## config.mk

```make
export PLATFORM = sky130hd
export DESIGN_NAME = umc_ctrl
export DESIGN_NICKNAME = d
export VERILOG_FILES = /design/src/rtl/umc_ctrl.v
export VERILOG_INCLUDE_DIRS = /design/src /design/src/rtl
export SDC_FILE = /design/constraint.sdc
export NUM_CORES = 1
export LEC_CHECK = 0
export BUFFER_PORTS_ARGS = -buffer_cell sky130_fd_sc_hd__buf_2
export CAP_MARGIN = 0
export CELL_PAD_IN_SITES_DETAIL_PLACEMENT = 1
export CELL_PAD_IN_SITES_GLOBAL_PLACEMENT = 1
export CORE_MARGIN = 4
export CORE_UTILIZATION = 38
export CTS_BUF_LIST = sky130_fd_sc_hd__clkbuf_2
export DETAILED_ROUTE_END_ITERATION = 12
export PLACE_DENSITY = 0.67
export SYNTH_ARGS = -nofsm -noshare
export SYNTH_HDL_FRONTEND = slang
export SYNTH_SLANG_ARGS = --single-unit
export TNS_END_PERCENT = 1
```

## constraint.sdc

```tcl
create_clock -name mclk_in -period 3.7 [get_ports mclk_in]
set_input_delay 0.74 -clock mclk_in [delete_from_list [all_inputs] [get_ports mclk_in]]
set_output_delay 0.74 -clock mclk_in [all_outputs]
set_load 0.02 [all_outputs]
```

## src/rtl/umc_defs.vh

```
`ifndef UMC_DEFS_VH
`define UMC_DEFS_VH
// ****************************************
// register offsets
// ****************************************
`define UMC_A_IEN     3'h0
`define UMC_A_ISID    3'h1
`define UMC_A_EFR     3'h2
`define UMC_A_MCTL    3'h3
`define UMC_A_MSTAT   3'h4
`define UMC_A_FTHR    3'h5
`define UMC_A_XOFF2   3'h6
`define UMC_A_TLVL    3'h7
// ****************************************
// field positions
// ****************************************
`define UMC_MC_LOOP   4
`define UMC_MC_TACC   6
`define UMC_MC_DIV4   7
`define UMC_EF_WEN    4
`define UMC_EF_SPEC   5
`define UMC_EF_ARTS   6
`define UMC_EF_ACTS   7
`define UMC_FC_EN     0
`define UMC_FC_RXCLR  1
`define UMC_FC_TXCLR  2
// ****************************************
// reset values
// ****************************************
`define UMC_RST_BYTE  8'h00
`define UMC_RST_LINES 4'h0
// ****************************************
// interrupt source codes, bits 5..0
// ****************************************
`define UMC_ID_LINE   6'h06
`define UMC_ID_TOUT   6'h0c
`define UMC_ID_RHR    6'h04
`define UMC_ID_THR    6'h02
`define UMC_ID_MODEM  6'h00
`define UMC_ID_XOFF   6'h10
`define UMC_ID_FLOW   6'h20
// ****************************************
// timing and scaling
// ****************************************
`define UMC_PRE_DIV4  2'h3
`define UMC_THR_STEP  2
`endif

```

## src/rtl/umc_ctrl.v

```verilog
// The address-and-strobe port and the register offsets were chosen for this implementation.
`timescale 1ns/1ns
`include "umc_defs.vh"
module umc_ctrl
(
  input  wire       mclk_in,
  input  wire       rstn_in,
  input  wire [2:0] addr_in,
  input  wire [7:0] wdata_in,
  input  wire       wr_in,
  input  wire       rd_in,
  output reg  [7:0] rdata_out,
  input  wire       cts_n_in,
  input  wire       dsr_n_in,
  input  wire       ri_n_in,
  input  wire       cd_n_in,
  output reg        dtr_n_out,
  output reg        rts_n_out,
  input  wire       tx_ser_in,
  input  wire       rx_pin_in,
  output reg        tx_pin_out,
  output reg        rx_ser_out,
  input  wire [6:0] rx_fill_in,
  input  wire [7:0] rx_char_in,
  input  wire       rx_char_vld_in,
  input  wire       line_err_in,
  input  wire       rx_tout_in,
  input  wire       rx_data_in,
  input  wire       thr_empty_in,
  input  wire       xoff_rcvd_in,
  output reg        int_out,
  output reg        int_oe_out,
  output reg        tx_halt_out,
  output reg        baud_tick_out,
  output reg        sleep_en_out,
  output reg        xon_any_out,
  output reg        frr_en_out,
  output reg        fifo_en_out,
  output reg        rx_clr_out,
  output reg        tx_clr_out,
  output reg  [3:0] sw_flow_out,
  output reg  [7:0] trig_lvl_out
);

// ****************************************
// decode helpers
// ****************************************
// field value scaled to a byte count
function [6:0] thr4;
  input [3:0] f;
  begin
    thr4 = {1'b0, f, 2'b00};
  end
endfunction

// strobe hit on one offset, for writes and reads
function hit;
  input       s;
  input [2:0] a;
  input [2:0] o;
  begin
    hit = s && (a == o);
  end
endfunction

// ****************************************
// registers
// ****************************************
reg  [7:0] ien_r;
reg  [7:0] mctl_r;
reg  [7:0] efr_r;
reg  [7:0] fctl_r;
reg  [7:0] fthr_r;
reg  [7:0] xoff2_r;
reg  [3:0] line_r;
reg  [3:0] prev_r;
reg  [3:0] dlt_r;
reg        spec_r;
reg        flow_r;
reg        rts_hold_r;
reg        rts_prev_r;
reg        cts_prev_r;
reg  [1:0] pre_r;
wire       id_lvl5;
wire       id_lvl6;
wire       wen = efr_r[`UMC_EF_WEN];
wire       loop = mctl_r[`UMC_MC_LOOP];
wire       tacc = wen && mctl_r[`UMC_MC_TACC];
wire       w_ien = hit(wr_in, addr_in, `UMC_A_IEN);
wire       w_fc = hit(wr_in, addr_in, `UMC_A_ISID);
wire       w_mc = hit(wr_in, addr_in, `UMC_A_MCTL);
wire       r_ms = hit(rd_in, addr_in, `UMC_A_MSTAT);
wire       r_id = hit(rd_in, addr_in, `UMC_A_ISID);

// ****************************************
// software registers
// ****************************************
// upper enable bits only move with the write gate open
always @(posedge mclk_in or negedge rstn_in)
begin
  if (!rstn_in)
  begin
    ien_r   <= `UMC_RST_BYTE;
    mctl_r  <= `UMC_RST_BYTE;
    efr_r   <= `UMC_RST_BYTE;
    fctl_r  <= `UMC_RST_BYTE;
    fthr_r  <= `UMC_RST_BYTE;
    xoff2_r <= `UMC_RST_BYTE;
    trig_lvl_out <= `UMC_RST_BYTE;
  end
  else
  begin
    if (w_ien)
      ien_r <= {wen ? wdata_in[7:4] : ien_r[7:4], wdata_in[3:0]};
    if (w_mc)
      mctl_r <= {wen ? wdata_in[7:5] : mctl_r[7:5], wdata_in[4:0]};
    if (w_fc)
      fctl_r <= {wdata_in[7:6], wen ? wdata_in[5:4] : fctl_r[5:4], wdata_in[3:0]};
    if (hit(wr_in, addr_in, `UMC_A_EFR))
      efr_r <= wdata_in;
    if (hit(wr_in, addr_in, `UMC_A_XOFF2))
      xoff2_r <= wdata_in;
    // clearing control bit 6 only closes access again
    if (tacc && hit(wr_in, addr_in, `UMC_A_FTHR))
      fthr_r <= wdata_in;
    if (tacc && hit(wr_in, addr_in, `UMC_A_TLVL))
      trig_lvl_out <= wdata_in;
  end
end

// ****************************************
// modem line sampling
// ****************************************
// order cd, ri, dsr, cts matches status bits 7..4
wire [3:0] pin_hi = {~cd_n_in, ~ri_n_in, ~dsr_n_in, ~cts_n_in};
wire [3:0] lb_hi = {mctl_r[3], mctl_r[2], mctl_r[0], mctl_r[1]};

always @(posedge mclk_in or negedge rstn_in)
begin
  if (!rstn_in)
  begin
    line_r <= `UMC_RST_LINES;
    prev_r <= `UMC_RST_LINES;
  end
  else
  begin
    line_r <= loop ? lb_hi : pin_hi;
    prev_r <= line_r;
  end
end

// ****************************************
// change flags
// ****************************************
// status bit order is cts, dsr, ri, cd; line_r order cd, ri, dsr, cts
genvar gi;
generate
  for (gi = 0; gi < 4; gi = gi + 1)
  begin : g_dlt
    // ri counts only the pin going high, or control bit 2 rising in loopback
    wire chg = (line_r[gi] != prev_r[gi]) && ((gi != 2) || (line_r[gi] == loop));
    always @(posedge mclk_in or negedge rstn_in)
    begin
      if (!rstn_in)
        dlt_r[gi] <= 1'b0;
      else if (chg)
        dlt_r[gi] <= 1'b1; // set wins over read clear
      else if (r_ms)
        dlt_r[gi] <= 1'b0;
    end
  end
endgenerate

// line index -> status bit: cts0 dsr1 ri2 cd3
wire [7:0] mstat = {line_r[3], line_r[2], line_r[1], line_r[0],
                    dlt_r[3], dlt_r[2], dlt_r[1], dlt_r[0]};

// ****************************************
// flow control
// ****************************************
// halt above restore assumed; software must program it so
always @(posedge mclk_in or negedge rstn_in)
begin
  if (!rstn_in)
    rts_hold_r <= 1'b0;
  else if (rx_fill_in >= thr4(fthr_r[3:0]))
    rts_hold_r <= 1'b1;
  else if (rx_fill_in <= thr4(fthr_r[7:4]))
    rts_hold_r <= 1'b0;
end

// ****************************************
// event flags for levels 5 and 6
// ****************************************
wire spec_hit = efr_r[`UMC_EF_SPEC] && rx_char_vld_in && (rx_char_in == xoff2_r);
wire rts_rise = ien_r[6] && rts_n_out && !rts_prev_r;
wire cts_rise = ien_r[7] && cts_n_in && !cts_prev_r;

always @(posedge mclk_in or negedge rstn_in)
begin
  if (!rstn_in)
  begin
    spec_r     <= 1'b0;
    flow_r     <= 1'b0;
    rts_prev_r <= 1'b1;
    cts_prev_r <= 1'b1;
  end
  else
  begin
    rts_prev_r <= rts_n_out;
    cts_prev_r <= cts_n_in;
    // reading the id clears a flag only once it is on show
    if (spec_hit || xoff_rcvd_in)
      spec_r <= 1'b1;
    else if (r_id && id_lvl5)
      spec_r <= 1'b0;
    if (rts_rise || cts_rise)
      flow_r <= 1'b1;
    else if (r_id && id_lvl6)
      flow_r <= 1'b0;
  end
end

// ****************************************
// interrupt priority
// ****************************************
wire s_line = ien_r[2] && line_err_in;
wire s_tout = ien_r[0] && rx_tout_in;
wire s_rhr = ien_r[0] && rx_data_in;
wire s_thr = ien_r[1] && thr_empty_in;
wire s_mdm = ien_r[3] && (|dlt_r);
wire s_xoff = ien_r[5] && spec_r;
wire s_flow = flow_r;
wire any = s_line | s_tout | s_rhr | s_thr | s_mdm | s_xoff | s_flow;
assign id_lvl5 = s_xoff && !(s_line | s_tout | s_rhr | s_thr | s_mdm);
assign id_lvl6 = s_flow && !(s_line | s_tout | s_rhr | s_thr | s_mdm | s_xoff);
reg  [5:0] id_code;

always @*
begin
  if (s_line)
    id_code = `UMC_ID_LINE;
  else if (s_tout)
    id_code = `UMC_ID_TOUT;
  else if (s_rhr)
    id_code = `UMC_ID_RHR;
  else if (s_thr)
    id_code = `UMC_ID_THR;
  else if (s_mdm)
    id_code = `UMC_ID_MODEM;
  else if (s_xoff)
    id_code = `UMC_ID_XOFF;
  else if (s_flow)
    id_code = `UMC_ID_FLOW;
  else
    id_code = 6'h00;
end

wire fen = fctl_r[`UMC_FC_EN];
wire [7:0] isid = {fen, fen, id_code[5:1], id_code[0] | !any};

// ****************************************
// read port
// ****************************************
// data stands one cycle, zero otherwise
always @(posedge mclk_in or negedge rstn_in)
begin
  if (!rstn_in)
    rdata_out <= `UMC_RST_BYTE;
  else if (!rd_in)
    rdata_out <= `UMC_RST_BYTE;
  else if (addr_in == `UMC_A_IEN)
    rdata_out <= ien_r;
  else if (addr_in == `UMC_A_ISID)
    rdata_out <= isid;
  else if (addr_in == `UMC_A_EFR)
    rdata_out <= efr_r;
  else if (addr_in == `UMC_A_MCTL)
    rdata_out <= mctl_r;
  else if (addr_in == `UMC_A_MSTAT)
    rdata_out <= mstat;
  else if (addr_in == `UMC_A_FTHR)
    rdata_out <= fthr_r;
  else if (addr_in == `UMC_A_XOFF2)
    rdata_out <= xoff2_r;
  else
    rdata_out <= trig_lvl_out;
end

// ****************************************
// prescaler
// ****************************************
// tick every cycle, or every fourth with divide by four
always @(posedge mclk_in or negedge rstn_in)
begin
  if (!rstn_in)
  begin
    pre_r         <= 2'h0;
    baud_tick_out <= 1'b0;
  end
  else
  begin
    pre_r         <= mctl_r[`UMC_MC_DIV4] ? pre_r + 2'h1 : 2'h0;
    baud_tick_out <= !mctl_r[`UMC_MC_DIV4] || (pre_r == `UMC_PRE_DIV4);
  end
end

// ****************************************
// output pins and controls
// ****************************************
// loopback parks modem outputs inactive and idles tx high
always @(posedge mclk_in or negedge rstn_in)
begin
  if (!rstn_in)
  begin
    dtr_n_out   <= 1'b1;
    rts_n_out   <= 1'b1;
    tx_pin_out  <= 1'b1;
    rx_ser_out  <= 1'b1;
    int_out     <= 1'b0;
    int_oe_out  <= 1'b0;
    tx_halt_out <= 1'b0;
    sleep_en_out <= 1'b0;
    xon_any_out <= 1'b0;
    frr_en_out  <= 1'b0;
    fifo_en_out <= 1'b0;
    rx_clr_out  <= 1'b0;
    tx_clr_out  <= 1'b0;
    sw_flow_out <= 4'h0;
  end
  else
  begin
    dtr_n_out   <= loop || !mctl_r[0];
    if (loop)
      rts_n_out <= 1'b1;
    else if (efr_r[`UMC_EF_ARTS])
      rts_n_out <= rts_hold_r;
    else
      rts_n_out <= !mctl_r[1];
    tx_pin_out  <= loop || tx_ser_in;
    rx_ser_out  <= loop ? tx_ser_in : rx_pin_in;
    int_out     <= any;
    int_oe_out  <= mctl_r[3];
    tx_halt_out <= efr_r[`UMC_EF_ACTS] && !line_r[0];
    sleep_en_out <= ien_r[4];
    xon_any_out <= mctl_r[5];
    frr_en_out  <= mctl_r[2] && !loop;
    fifo_en_out <= fen;
    rx_clr_out  <= w_fc && wdata_in[`UMC_FC_RXCLR];
    tx_clr_out  <= w_fc && wdata_in[`UMC_FC_TXCLR];
    sw_flow_out <= efr_r[3:0];
  end
end

endmodule

```

==> reports/results.txt <==
In this run the worst path has a maximum fanout of 3. The worst setup path is captured at an output pin. The final setup TNS is 0 ns. The number of cells upsized or downsized after cts came out at 0.

The logs give 0 for the count of final max-slew check failures and 1.35 ns for the worst path arrival time. The startpoint kind of the worst setup timing path was a flop. TritonCTS built the clock tree.

Buffers placed on the I/O ports in this run total 75. The worst setup slack for register-to-register paths was 1.74 ns; the number of buffers inserted during clock tree synthesis was 9. The number of different library cells used by synthesis comes to 55. For this run, the leading register cell type out of synthesis is dfrtp_1. The post-synth net total was 414. The tools report the number of standard cells after synthesis as 363.

Sorting the synthesized cells by area gives the leading types as dfrtp_1 (51%), mux2_2 (11%), dfstp_2 (3.6%). The floorplan step defined a die boundary enclosing 13,200 µm². The Yosys step of the flow raised 0 warnings. The count of flip-flops with a built-in enable after synthesis is 0, and the final setup slack of the worst path is 1.614 ns. Final HPWL from detailed placement: 9.018 mm. The share of the clock period used by the worst path is 0.5637, and the initial standard-cell utilization of the core is 0.3936.

Setup repair after global routing left no endpoint under its margin. From bottom edge to top edge, the die measures 114.9 µm. The synthesized design contains 94 register bits. Walking the worst path, the cells encountered are buf_2.

After detailed routing, the number of remaining DRC violations is 0. Across the routed clock network, the largest skew measured is 0.02555 ns. The slew at the pin closest to its max-slew limit came out at 0.7825 ns. The overall die width was 114.9 µm. For this design the ratio of total power to cell area is 544.4 nW/µm². The buffer depth of the longest clock path was 2. The worst register-to-register path begins at dlt_r[0]. Among all stages on the critical path, the largest delay is contributed by dfstp_2. In this run the static leakage power is 2.320 nW. The mean number of vias per cell is 5.361, and the remaining antenna violation count after routing is 0. The number of cells on the worst reg-to-reg path is 4.

Dividing the detail-routed wire length by the instance count gives 20.72 µm. For the post-synthesis sequential area ratio, the log shows 0.5435. The worst slew margin relative to its limit is 0.4744.

The total global routing overflow was 0; the number of sinks on the clock net was 94. The via count of the first global-routing pass came out at 3,320. Counting the fill cells in the layout gives 1,241. The total routing resource utilization after global routing is 0.1904, and the clock-pin slew of the registers on the worst-case setup and hold paths is 0.26 ns.

The hold buffer count at cts is 0. The end-of-flow core utilization is 0.4508. In this design, the largest share of critical-path delay is due to flip-flops. In this run the critical register-to-register path is captured at rdata_out[0]. The tree is rooted in a clkbuf_2.

The area of the mapped netlist was 4342 µm²; the placeable core region was 11,030 µm². The logs give 4836 µm² for the post-place instance area and 0 for the buffer count from post-CTS setup fixing. Static timing analysis puts the maximum clock frequency at 0.4795 GHz. The first detailed-routing pass took 4 iterations.

The largest net degree at the start of global routing came out at 54. A synthesized cell averages 11.96 µm². The routed design has 12.10 mm of wire. For the worst setup path, the data required time is 2.96 ns. At the placement stage, the worst setup path has a slack of 1.146 ns. The share of flip-flops with an asynchronous set or reset came out at 1.000. After layout, the minimum clock period comes to 2.086 ns. In this run, the number of DRC markers left after iteration 0 of detailed routing was 146.

The final route contains 3,131 vias. The first global-routing pass estimated 18.87 mm of wire. The tools report the initial antenna violation count as 1. The worst setup path is of the flop to output pin kind. The type of the worst min-delay path is input pin to asynchronous set/reset pin.

The tool flagged a number of max-cap violations equal to 0. The fraction of final layout cells with drive strength greater than 1 is 0.3476, and the relative area change from synthesis to final layout is 14.52%. Of all cell types, the one taking the most synthesized area is dfrtp_1.

For the number of cell rows, the log shows 38. The run gives 0.1481 ns as the worst slack on hold paths. For the area of all placed cells without fillers, the log shows 4972 µm². The largest stage delay on the critical path works out to 0.61 ns.

The level count of the clock H-tree was 3. For the top-level I/O count, the log shows 76. The worst-case IR drop observed on VDD is 0.1922 mV.

At the end of the flow, the number of nets in the layout was 489. The tools report the total count of hold-check failures in the final report as 0. The buffers plus inverters on the worst setup path was 1. The clock latency of the later-clocked register in the worst-skew pair was 0.57 ns.

Setup violations remaining at the end of the flow were counted as 0. The flow ran to the end, and the final reports show no timing, DRC or antenna violations. Routability-driven placement finished with a final weighted congestion of 0.8098. The area share of the largest cell type after synthesis is 0.5072.
final cells by class:
class	instances	area (µm²)	share of cell area
repair buffers	78	400.4	0.08052
clock inverters	7	88.84	0.01787
diodes	1	2.502	0.0005033
clock buffers	9	45.04	0.009059
inverters	19	71.32	0.01434
well taps	140	175.2	0.03523
flip-flops and latches	94	2360	0.4746
multi-input cells	236	1829	0.3679
worst max-delay path by stage:
stage,start,endpoint,depth (start not counted)
finish,rts_n_out,rts_n_out,1
global route,rts_n_out,rts_n_out,1
CTS,rts_n_out,rts_n_out,1
detailed placement,addr_in[0],trig_lvl_out[3],4
global placement,addr_in[2],trig_lvl_out[2],4
floorplan,addr_in[0],efr_r[0],5
cells by family (layout without fill, tap and decap cells):
family | after synthesis | count (layout) | synth area share
adders and majority gates | 9 | 9 | 0.02594
muxes | 56 | 56 | 0.1527
DFF | 94 | 94 | 0.5435
other | 0 | 1 | 0
xor gates and xnor gates | 11 | 11 | 0.02219
AOI/OAI and AO/OA | 68 | 68 | 0.1107
buffers and inverters | 33 | 113 | 0.03515
and+or+nand+nor | 92 | 92 | 0.1098
state kept, by name (all words and copies together) (netlist names), 2 cells and up:
register and cells:
fthr_r 8, trig_lvl_out 8, mctl_r 8, ien_r 8, prev_r 4, dlt_r 4, efr_r 8, sw_flow_out 4
line_r 4, rdata_out 8, xoff2_r 8, pre_r 2
worst reg2reg max path: stages, from the launching register on:
cell     delay [ns]
dfrtp_1        0.46
o41ai_1        0.51
nand3_1        0.28
or4_1          0.59
o21ai_1        0.09
report_power, final:
part	switching, mW	total, mW	internal (mW)
logic	0.370	0.681	0.311
registers	0.198	1.45	1.25
clock network	0.354	0.573	0.219
synthesized netlist by cell type, drive strengths merged (3+ instances only):
library cell / instances
dfrtp: 88
a21oi: 8
a31oi: 3
mux2: 42
nand2b: 6
mux4: 4
o22ai: 3
nand3: 5
o21ai: 18
nor2b: 5
and2: 4
o221ai: 4
a211o: 3
xor2: 7
dfstp: 6
a221o: 3
or3: 3
o211ai: 6
xnor2: 4
inv: 18
nor3: 5
nand2: 37
nor2: 15
ha: 9
buf: 12
a211oi: 4
mux2i: 10
nand4: 3
layer usage:
metal | vias to the layer above | GRT usage | part of all wire
li1 | 1450 | - | -
met1 | 1607 | 0.2626 | 0.45
met2 | 66 | 0.3106 | 0.49
met3 | 8 | 0.02474 | 0.050
met4 | 0 | 0.06573 | 0.0064
met5 | - | 0 | 0
per-stage QoR:
step                cells  power (mW)
floorplan             363       1.864
global placement      567       2.135
detailed placement    567       2.166
CTS                   583       2.739
global route          584       2.865
finish                584       2.707
cells in the final DEF, fill, tap and decap left out, drive strengths merged, types with 4 or more instances in the layout:
cell type | synthesis | routed
nor2b | 5 | 5
clkbuf | 2 | 9
xor2 | 7 | 7
clkinv | 1 | 5
mux2 | 42 | 42
o21ai | 18 | 18
dfstp | 6 | 6
ha | 9 | 9
buf | 12 | 78
nand2 | 37 | 37
nand3 | 5 | 5
xnor2 | 4 | 4
o221ai | 4 | 4
a211oi | 4 | 4
nor2 | 15 | 15
nand2b | 6 | 6
o211ai | 6 | 6
a21oi | 8 | 8
mux2i | 10 | 10
nor3 | 5 | 5
inv | 18 | 18
dfrtp | 88 | 88
mux4 | 4 | 4
and2 | 4 | 4
(Power assumes the default switching activity.)
